File: config.mk
export PLATFORM = sky130hd
export DESIGN_NAME = boot_mode_select
export DESIGN_NICKNAME = d
export VERILOG_FILES = /design/src/boot_mode_pkg.sv /design/src/boot_mode_select.sv
export VERILOG_INCLUDE_DIRS = /design/src
export SDC_FILE = /design/constraint.sdc
export NUM_CORES = 1
export LEC_CHECK = 0
export ABC_AREA = 0
export BUFFER_PORTS_ARGS = -buffer_cell sky130_fd_sc_hd__buf_2
export CORE_UTILIZATION = 35
export CTS_CLUSTER_DIAMETER = 30
export DETAILED_ROUTE_END_ITERATION = 10
export PLACE_DENSITY = 0.63
export SKIP_CTS_REPAIR_TIMING = 1
export SYNTH_ARGS = -nofsm -noshare
export SYNTH_HDL_FRONTEND = slang
export SYNTH_SLANG_ARGS = --single-unit
export TNS_END_PERCENT = 1
File: constraint.sdc
create_clock -name i_clk -period 2 [get_ports i_clk]
set_clock_uncertainty 0.05 [all_clocks]
set_input_delay 0.1 -clock i_clk [delete_from_list [all_inputs] [get_ports i_clk]]
set_output_delay 0.1 -clock i_clk [all_outputs]
set_load 0.05 [all_outputs]
File: src/boot_mode_defs.svh
/*
 * Offsets, field positions, reset values and timing figures of the
 * reset-time mode selection block. Included by its bare name.
 */
`ifndef BOOT_MODE_DEFS_SVH
`define BOOT_MODE_DEFS_SVH

// Register byte offsets on the AXI4-Lite slave.
`define OFS_PRIO        8'h00
`define OFS_STATUS      8'h04
`define OFS_LOADCNT     8'h08

// Fields of the priority and mode register.
`define PRIO_MDA        0
`define PRIO_SPECIAL_MODE_BIT       1
`define PRIO_BOOT_ROM_ENABLE      2

// Fields of the status register.
`define ST_MODE_LO      0
`define ST_SECURED      2
`define ST_SLOW         3
`define ST_STATE_LO     4
`define ST_VALID        7

// Reset values of the control bits before the mode pins are sampled.
`define RST_MDA         1'b0
`define RST_SPECIAL_MODE_BIT        1'b0
`define RST_BOOT_ROM_ENABLE       1'b0

// Boot ROM sits just below the C000 boundary of the vector page.
`define ROM_TOP         17'h0C000
`define ROM_BYTES       192

// First download characters and their meaning.
`define CHR_SYNC        8'hFF
`define CHR_MIS_A       8'hE0
`define CHR_MIS_B       8'hC0

// Timing: clock rate, baud rates, frame size and idle length in frames.
`define CLK_HZ          125000000
`define BAUD_FAST       7812
`define BAUD_SLOW       1200
`define BITS_PER_CHR    10
`define IDLE_CHRS       4
`define RAM_BYTES       512

`define RESP_OKAY       2'h0
`define RESP_SLVERR     2'h2

`endif

File: src/boot_mode_pkg.sv
/*
 * Types shared by the mode selection block: operating modes and the
 * states of the download sequencer. Assumes nothing of its users.
 */
`default_nettype none

package boot_mode_pkg;

    // Encoding is {special_mode_bit, mode_a_latch}.
    typedef enum logic [1:0] {
        MODE_SINGLE = 2'b00,
        MODE_EXPAND = 2'b01,
        MODE_BOOT   = 2'b10,
        MODE_TEST   = 2'b11
    } op_mode_t;

    typedef enum logic [2:0] {
        LD_OFF   = 3'b000,
        LD_ERASE = 3'b001,
        LD_BAUD  = 3'b010,
        LD_LOAD  = 3'b011,
        LD_JUMP  = 3'b100,
        LD_DONE  = 3'b101
    } ld_state_t;

endpackage

`default_nettype wire

File: src/boot_mode_select.sv
/*
 * Reset-time mode selection, boot ROM mapping, vector redirection and a
 * hardware download sequencer, with an AXI4-Lite register slave.
 * Assumes the serial receiver, RAM, EEPROM eraser and CPU all run on
 * i_clk; mode pins and the security bit are asynchronous.
 */
// Behaviour
// RL1 - Mode-A latch takes the mode-A pin at release: 0 single, 1 expanded.
// RL2 - The special-mode bit takes the inverted mode-B pin at reset release.
// RL3 - Special bit and mode-A latch choose one of the four modes.
// RL4 - At reset the boot-ROM enable is 1 in bootstrap, else 0.
// RL5 - The 192-byte boot ROM appears in the map only while its enable is 1.
// RL6 - Boot-ROM enable is writable only in special modes; else 0, read-only.
// RL7 - Mode control bits are writable only while the special-mode bit is 1.
// RL8 - In special modes A14 is forced low on vector fetches, FFxx to BFxx.
// RL9 - In bootstrap the reset vector comes from the enabled boot ROM.
// RL10 - A secured part ignores the mode-A pin; mode-B picks single or boot.
// RL11 - The host sends FF first so the loader can pick one of two rates.
// RL12 - After the rate pick, bytes go to RAM, then control jumps to them.
// RL13 - A secured boot clears security only after EEPROM and RAM erase.
// RL14 - A first character of E0 or C0 switches the link to the slower rate.
// RL15 - The download ends after four idle character times.
// RL16 - Mode pins are sampled where internal reset ends, then held.
`default_nettype none
`include "boot_mode_defs.svh"

module boot_mode_select #(
    parameter int unsigned IDLE_FAST_CYC = int'((64'(`IDLE_CHRS) *
        `BITS_PER_CHR * `CLK_HZ + `BAUD_FAST - 1) / `BAUD_FAST),
    parameter int unsigned IDLE_SLOW_CYC = int'((64'(`IDLE_CHRS) *
        `BITS_PER_CHR * `CLK_HZ + `BAUD_SLOW - 1) / `BAUD_SLOW),
    parameter int unsigned RAM_BYTES     = `RAM_BYTES,
    parameter int unsigned ROM_BYTES     = `ROM_BYTES
) (
    input  wire logic        i_clk,              // System clock
    input  wire logic        i_nrst,             // Async reset, low
    input  wire logic [7:0]  s_axi_awaddr,       // Write address
    input  wire logic        s_axi_awvalid,      // Write address valid
    output logic             s_axi_awready,      // Write address ready
    input  wire logic [31:0] s_axi_wdata,        // Write data
    input  wire logic [3:0]  s_axi_wstrb,        // Byte strobes
    input  wire logic        s_axi_wvalid,       // Write data valid
    output logic             s_axi_wready,       // Write data ready
    output logic [1:0]       s_axi_bresp,        // Write response
    output logic             s_axi_bvalid,       // Response valid
    input  wire logic        s_axi_bready,       // Response ready
    input  wire logic [7:0]  s_axi_araddr,       // Read address
    input  wire logic        s_axi_arvalid,      // Read address valid
    output logic             s_axi_arready,      // Read address ready
    output logic [31:0]      s_axi_rdata,        // Read data
    output logic [1:0]       s_axi_rresp,        // Read response
    output logic             s_axi_rvalid,       // Read data valid
    input  wire logic        s_axi_rready,       // Read data ready
    input  wire logic        i_mode_a_pin,       // Mode A pin
    input  wire logic        i_mode_b_pin,       // Mode B pin
    input  wire logic        i_security_disable, // 0 = part secured
    input  wire logic [15:0] i_cpu_addr,         // CPU address
    input  wire logic        i_vector_fetch,     // Vector fetch cycle
    output logic [15:0]      o_mem_addr,         // Address to memory
    output logic             o_boot_rom_sel,     // Boot ROM selected
    output logic [7:0]       o_rom_index,        // Byte within ROM
    input  wire logic        i_rx_valid,         // Byte received
    input  wire logic [7:0]  i_rx_data,          // Received byte
    output logic             o_baud_slow,        // Slow rate chosen
    output logic             o_ram_we,           // RAM write pulse
    output logic [$clog2(RAM_BYTES)-1:0] o_ram_addr, // RAM address
    output logic [7:0]       o_ram_wdata,        // RAM write data
    output logic             o_jump,             // Jump pulse
    output logic             o_erase_req,        // Erase request
    input  wire logic        i_erase_done,       // Erase finished
    output logic             o_secured,          // Security active
    output boot_mode_pkg::op_mode_t o_mode,      // Operating mode
    output logic             o_mode_valid        // Mode sampled
);
    import boot_mode_pkg::*;

    localparam int CW = $clog2(RAM_BYTES + 1);

    if (RAM_BYTES == 0 || (RAM_BYTES & (RAM_BYTES - 1)) != 0 ||
        ROM_BYTES == 0 || ROM_BYTES > 256 || IDLE_FAST_CYC < 2 ||
        IDLE_SLOW_CYC < 2) begin : g_bad_params
        $error("boot_mode_select: unsupported parameter values");
    end

    function automatic logic rom_hit(input logic [15:0] a);
        rom_hit = (17'(a) >= 17'(`ROM_TOP - ROM_BYTES)) &&
                  (17'(a) < `ROM_TOP);
    endfunction

    // Two-flop synchronisers for the asynchronous straps.
    logic [2:0] sy1_q;
    logic [2:0] sy2_q;
    always_ff @(posedge i_clk or negedge i_nrst) begin
        if (!i_nrst) begin
            sy1_q <= 3'h0;
            sy2_q <= 3'h0;
        end else begin
            sy1_q <= {i_security_disable, i_mode_b_pin, i_mode_a_pin};
            sy2_q <= sy1_q;
        end
    end
    logic a_s2;
    logic b_s2;
    logic security_disable_bit_s2;
    assign a_s2     = sy2_q[0];
    assign b_s2     = sy2_q[1];
    assign security_disable_bit_s2 = sy2_q[2];

    // Internal reset ends two edges after release, once the
    // synchronisers hold real pin levels rather than reset zeros.
    logic [1:0] rel_q;
    logic       sample;
    always_ff @(posedge i_clk or negedge i_nrst) begin
        if (!i_nrst) begin
            rel_q <= 2'h0;
        end else if (rel_q != 2'h3) begin
            rel_q <= rel_q + 2'h1;
        end
    end
    assign sample = (rel_q == 2'h2);

    // AXI4-Lite write path: address and data may arrive in any order.
    logic       aw_hold_q;
    logic [7:0] aw_addr_q;
    logic       w_hold_q;
    logic [31:0] w_data_q;
    logic       w_be0_q;
    logic       bvalid_q;
    logic [1:0] bresp_q;
    logic       do_write;
    assign s_axi_awready = !aw_hold_q && !bvalid_q;
    assign s_axi_wready  = !w_hold_q && !bvalid_q;
    assign do_write      = aw_hold_q && w_hold_q && !bvalid_q;
    assign s_axi_bvalid  = bvalid_q;
    assign s_axi_bresp   = bresp_q;

    always_ff @(posedge i_clk or negedge i_nrst) begin
        if (!i_nrst) begin
            aw_hold_q <= 1'b0;
            aw_addr_q <= 8'h00;
            w_hold_q  <= 1'b0;
            w_data_q  <= 32'h0000_0000;
            w_be0_q   <= 1'b0;
            bvalid_q  <= 1'b0;
            bresp_q   <= `RESP_OKAY;
        end else begin
            if (s_axi_awvalid && s_axi_awready) begin
                aw_hold_q <= 1'b1;
                aw_addr_q <= s_axi_awaddr;
            end
            if (s_axi_wvalid && s_axi_wready) begin
                w_hold_q <= 1'b1;
                w_data_q <= s_axi_wdata;
                w_be0_q  <= s_axi_wstrb[0];
            end
            if (do_write) begin
                aw_hold_q <= 1'b0;
                w_hold_q  <= 1'b0;
                bvalid_q  <= 1'b1;
                bresp_q   <= (aw_addr_q == `OFS_PRIO ||
                              aw_addr_q == `OFS_STATUS ||
                              aw_addr_q == `OFS_LOADCNT) ?
                             `RESP_OKAY : `RESP_SLVERR;
            end else if (bvalid_q && s_axi_bready) begin
                bvalid_q <= 1'b0;
            end
        end
    end

    // Mode control bits. Sampling wins over a software write that
    // lands on the same edge, so the strap is never lost.
    logic mda_q;
    logic special_mode_bit_q;
    logic boot_rom_enable_q;
    logic valid_q;
    logic prio_wr;
    logic mda_pick;
    assign prio_wr  = do_write && (aw_addr_q == `OFS_PRIO) && w_be0_q;
    assign mda_pick = security_disable_bit_s2 ? a_s2 : 1'b0; // see RL10
    always_ff @(posedge i_clk or negedge i_nrst) begin
        if (!i_nrst) begin
            mda_q   <= `RST_MDA;
            special_mode_bit_q  <= `RST_SPECIAL_MODE_BIT;
            boot_rom_enable_q <= `RST_BOOT_ROM_ENABLE;
            valid_q <= 1'b0;
        end else if (sample) begin // see RL16
            mda_q   <= mda_pick; // see RL1
            special_mode_bit_q  <= !b_s2; // see RL2
            boot_rom_enable_q <= !b_s2 && !mda_pick; // see RL4
            valid_q <= 1'b1;
        end else if (prio_wr && special_mode_bit_q) begin // see RL7
            mda_q   <= w_data_q[`PRIO_MDA];
            special_mode_bit_q  <= w_data_q[`PRIO_SPECIAL_MODE_BIT];
            boot_rom_enable_q <= w_data_q[`PRIO_BOOT_ROM_ENABLE] &&
                       w_data_q[`PRIO_SPECIAL_MODE_BIT]; // see RL6
        end else if (!special_mode_bit_q) begin
            boot_rom_enable_q <= 1'b0; // see RL6
        end
    end
    assign o_mode       = op_mode_t'({special_mode_bit_q, mda_q}); // see RL3
    assign o_mode_valid = valid_q;

    // Vector redirection and boot ROM decode on the CPU address path.
    always_comb begin
        o_mem_addr = i_cpu_addr;
        if (i_vector_fetch && special_mode_bit_q) begin
            o_mem_addr[14] = 1'b0; // see RL8
        end
    end
    assign o_boot_rom_sel = boot_rom_enable_q && rom_hit(o_mem_addr); // see RL5, RL9
    assign o_rom_index    = 8'(17'(o_mem_addr) -
                               17'(`ROM_TOP - ROM_BYTES));

    // Download sequencer. It only runs after a bootstrap reset; the
    // firmware equivalent would otherwise need a boot ROM image here.
    ld_state_t   st_q;
    logic        slow_q;
    logic        secured_q;
    logic [CW-1:0] cnt_q;
    logic [31:0] idle_q;
    logic [31:0] idle_lim;
    logic        ram_we_q;
    logic [7:0]  ram_wdata_q;
    logic [CW-1:0] ram_addr_q;
    assign idle_lim = slow_q ? IDLE_SLOW_CYC : IDLE_FAST_CYC;

    always_ff @(posedge i_clk or negedge i_nrst) begin
        if (!i_nrst) begin
            st_q        <= LD_OFF;
            slow_q      <= 1'b0;
            secured_q   <= 1'b0;
            cnt_q       <= '0;
            idle_q      <= 32'h0000_0000;
            ram_we_q    <= 1'b0;
            ram_wdata_q <= 8'h00;
            ram_addr_q  <= '0;
        end else begin
            ram_we_q <= 1'b0;
            unique case (st_q)
                LD_OFF: begin
                    if (sample) begin
                        secured_q <= !security_disable_bit_s2;
                        if (!b_s2) begin
                            st_q <= security_disable_bit_s2 && a_s2 ? LD_DONE :
                                    (security_disable_bit_s2 ? LD_BAUD : LD_ERASE);
                        end else begin
                            st_q <= LD_DONE;
                        end
                    end
                end
                LD_ERASE: begin
                    if (i_erase_done) begin
                        secured_q <= 1'b0; // see RL13
                        st_q      <= LD_BAUD;
                    end
                end
                LD_BAUD: begin
                    if (i_rx_valid) begin
                        slow_q <= (i_rx_data == `CHR_MIS_A) ||
                                  (i_rx_data == `CHR_MIS_B); // see RL14
                        idle_q <= 32'h0000_0000;
                        st_q   <= LD_LOAD;
                    end
                end
                LD_LOAD: begin
                    if (i_rx_valid) begin
                        ram_we_q    <= 1'b1; // see RL12
                        ram_wdata_q <= i_rx_data;
                        ram_addr_q  <= cnt_q;
                        cnt_q       <= cnt_q + 1'b1;
                        idle_q      <= 32'h0000_0000;
                        if (cnt_q == CW'(RAM_BYTES - 1)) begin
                            st_q <= LD_JUMP;
                        end
                    end else if (idle_q == idle_lim - 32'h1) begin
                        st_q <= LD_JUMP; // see RL15
                    end else begin
                        idle_q <= idle_q + 32'h1;
                    end
                end
                LD_JUMP: begin
                    st_q <= LD_DONE; // see RL12
                end
                LD_DONE: begin
                    st_q <= LD_DONE;
                end
                default: begin
                    st_q <= LD_DONE;
                end
            endcase
        end
    end
    assign o_baud_slow = slow_q;
    assign o_ram_we    = ram_we_q;
    assign o_ram_wdata = ram_wdata_q;
    assign o_ram_addr  = ram_addr_q[$clog2(RAM_BYTES)-1:0];
    assign o_jump      = (st_q == LD_JUMP);
    assign o_erase_req = (st_q == LD_ERASE);
    assign o_secured   = secured_q;

    // AXI4-Lite read path.
    logic        rvalid_q;
    logic [31:0] rdata_q;
    logic [1:0]  rresp_q;
    assign s_axi_arready = !rvalid_q;
    assign s_axi_rvalid  = rvalid_q;
    assign s_axi_rdata   = rdata_q;
    assign s_axi_rresp   = rresp_q;
    always_ff @(posedge i_clk or negedge i_nrst) begin
        if (!i_nrst) begin
            rvalid_q <= 1'b0;
            rdata_q  <= 32'h0000_0000;
            rresp_q  <= `RESP_OKAY;
        end else if (s_axi_arvalid && !rvalid_q) begin
            rvalid_q <= 1'b1;
            rresp_q  <= `RESP_OKAY;
            rdata_q  <= 32'h0000_0000;
            unique case (s_axi_araddr)
                `OFS_PRIO: begin
                    rdata_q[`PRIO_BOOT_ROM_ENABLE:0] <= {boot_rom_enable_q, special_mode_bit_q, mda_q};
                end
                `OFS_STATUS: begin
                    rdata_q[7:0] <= {valid_q, st_q, slow_q, secured_q,
                                     special_mode_bit_q, mda_q};
                end
                `OFS_LOADCNT: begin
                    rdata_q[CW-1:0] <= cnt_q;
                end
                default: begin
                    rresp_q <= `RESP_SLVERR;
                end
            endcase
        end else if (rvalid_q && s_axi_rready) begin
            rvalid_q <= 1'b0;
        end
    end
endmodule // boot_mode_select

`default_nettype wire

==> results.sh <==
export IMPL_synth_area_leaders="dfrtp_1, nand2_1, buf_4"
export IMPL_crit_path_start_kind="flop"
export IMPL_routed_wl_um=14300
export IMPL_timing_rr_end="idle_q[27]"
export IMPL_r2r_start="idle_q[14]"
export IMPL_postRouteAntennaNets=0
export IMPL_layout_commonest_cell="buf_2"
export IMPL_grt_max_degree=49
export IMPL_p_per_area_nw_per_um2=945
export IMPL_worst_slew_pin_slew_ps=586
export IMPL_cp_cell_sequence="nand2b_4 > or4_4 > a2111oi_4 > nor2_2 > o311a_1 > a221o_1"
export IMPL_ys_types=60
export IMPL_p_leak_uw=0.00351
export IMPL_drc=0
export IMPL_cts_max_path_buffers=2
export IMPL_clkSlewWorstSetupHoldPaths_ps=80
export IMPL_place_gp_congestion=0.891
export IMPL_num_rows=45
export IMPL_grt_usage_pct=18.2
export IMPL_cts_buffers=9
export IMPL_wl_per_cell_um=14.8
export IMPL_hold_viol=0
export IMPL_htreeDepth=3
export IMPL_worstHoldPathCells=3
export IMPL_arrival_ps=2440
export IMPL_critical_path_class="flop to flop"
export IMPL_status="finished with violations"
export IMPL_synth_top_cell_by_area="dfrtp_1"
export IMPL_crit_path_end_kind="flop"
export IMPL_hold_slack_ps=49.0
export IMPL_syn_inst=582
export IMPL_cts_root_buf="clkbuf_16"
export IMPL_p_total_uw=6820
export IMPL_die_y_um=127
export IMPL_num_fill_cells=1468
export IMPL_fmax_mhz=445
export IMPL_drtIter0Drc=297
export IMPL_netlist_area_um2=5440
export IMPL_start_util_pct=35.8
export IMPL_globalRoute_totalOverflow=0
export IMPL_min_period_ps=2250
export IMPL_crit_path_max_fanout=12
export IMPL_grt_pass1_wl_um=23200
export IMPL_io_buffers=123
export IMPL_r2r_slack_ps=-250
export IMPL_diodes=0
export IMPL_area_growth_pct=32.8
export IMPL_cts_tree="yes"
export IMPL_fin_crit_sh_pct=112
export IMPL_hp_class="primary input to flop"
export IMPL_synth_async_reset_ratio_pct=100
export IMPL_synth_edff_count=0
export IMPL_maxSlewViolCount=0
export IMPL_vias_per_cell=5.04
export IMPL_synthFlopType="dfrtp_1"
export IMPL_syn_area_per_cell_um2=9.34
export IMPL_clock_sinks=105
export IMPL_setup_viol=35
export IMPL_antenna_found_initial=0
export IMPL_die_x_um=127
export IMPL_maxCapViolCount=0
export IMPL_cpPeakStageDelay_ps=550
export IMPL_nets=869
export IMPL_vias=4876
export IMPL_dr_pass1_iters=4
export IMPL_fin_ws_ps=-247
export IMPL_min_from="s_axi_wvalid"
export IMPL_worst_ir_drop_vdd_mv=0.552
export IMPL_rsz0062_at_grt="true"
export IMPL_seq_area_um2=2630
export IMPL_violations="negative setup slack"
export IMPL_yosysWarnings=0
export IMPL_yosysTopAreaCellShare_pct=48.3
export IMPL_ios=180
export IMPL_critical_path_required_ps=2190
export IMPL_dieArea_um2=16000
export IMPL_final_cell_mix="buf_2, nand2_1, dfrtp_1"
export IMPL_hold_path_end="w_hold_q"
export IMPL_grt_pass1_vias=4792
export IMPL_coreArea_um2=15200
export IMPL_cp_slowest_cell="or4_4"
export IMPL_relSlewSlack_pct=60.9
export IMPL_dp_hpwl_um=10400
export IMPL_ys_ff_latch=105
export IMPL_clkLatencyLatePin_ps=360
export IMPL_r2r_cells=6
export IMPL_multi_input_area_um2=2410
export IMPL_drive_gt1_share_pct=33.4
export IMPL_ys_seq_area_share_pct=48.3
[registers in the layout, summed over array words and instances (netlist names), 2 cells and up]
name and count:
sy1_q 3, s_axi_rdata 10, aw_addr_q 8, rel_q 2, st_q 3, idle_q 32
sy2_q 3, cnt_q 10, ram_addr_q 9, o_ram_wdata 8, w_data_q 3
[metrics by stage]
stage	cells	setup WS [ps]	TNS, ps	utilization (%)	instance area [um2]
after floorplan	605	-215	-6080	-	5540
final	967	-247	-6250	47.5	7220
after CTS	941	-360	-9800	45.2	6880
after global placement	925	-248	-6530	43.0	6540
after global routing	967	-316	-8640	47.5	7220
after detailed placement	925	-342	-9050	43.0	6540
[worst max-delay path by stage]
stage	startpoint	end	depth (start not counted)
finish	idle_q[14]	idle_q[27]	6
global route	idle_q[14]	idle_q[28]	7
CTS	idle_q[14]	idle_q[18]	8
detailed placement	idle_q[14]	idle_q[18]	8
global placement	idle_q[29]	idle_q[19]	7
floorplan	o_baud_slow	idle_q[23]	7
[layout make-up]
| class | instances | share of cell area (%) |
|---|---|---|
| tap | 188 | 3.26 |
| inverter | 19 | 0.988 |
| sequential | 105 | 36.4 |
| clock buffer | 9 | 3.12 |
| multi-input combinational | 407 | 33.4 |
| clock inverter | 7 | 1.56 |
| timing repair buffer | 232 | 21.3 |
[synthesized netlist by cell type, drive strengths merged (10+ instances only)]
| cell type | number |
|---|---|
| mux2 | 14 |
| o21ai | 45 |
| nor4 | 10 |
| nand3 | 17 |
| clkbuf | 18 |
| a21oi | 16 |
| inv | 19 |
| nand4 | 16 |
| buf | 56 |
| nand2 | 107 |
| nor2 | 35 |
| dfrtp | 105 |
| o31ai | 12 |
[critical path, delay by kind of cell (launching register included)]
family	cells	cell delay, ps
compound gates	3	790
flops	1	400
simple gates	3	890
[cell families (layout without fill, tap and decap cells)]
kind of cell             count (synthesis)  in the layout  synth area share (%)
AND/OR/NAND/NOR                        232            232                  20.2
flip-flops                             105            105                  48.3
multiplexers                            17             17                  3.45
other                                    1             24                0.0690
XOR/XNOR                                10             10                  1.61
adder cells (fa/ha/maj)                  6              6                  1.38
buffers and inverters                   93            267                  10.6
AO/OA/AOI/OAI                          118            118                  14.4
[routing by layer]
| metal | global-route usage [%] | vias to the layer above | wire length [um] |
|---|---|---|---|
| li1 | - | 2356 | - |
| met1 | 22.4 | 2403 | 6260 |
| met2 | 32.1 | 97 | 7280 |
| met3 | 4.05 | 20 | 593 |
| met4 | 4.54 | 0 | 208 |
| met5 | 0 | - | 0 |
[power by group]
part	switching (uW)	internal (uW)
clock network	870	1130
registers	250	2500
logic	1310	762
total	2430	4390
Note: power is estimated with default switching activity, not from simulation.
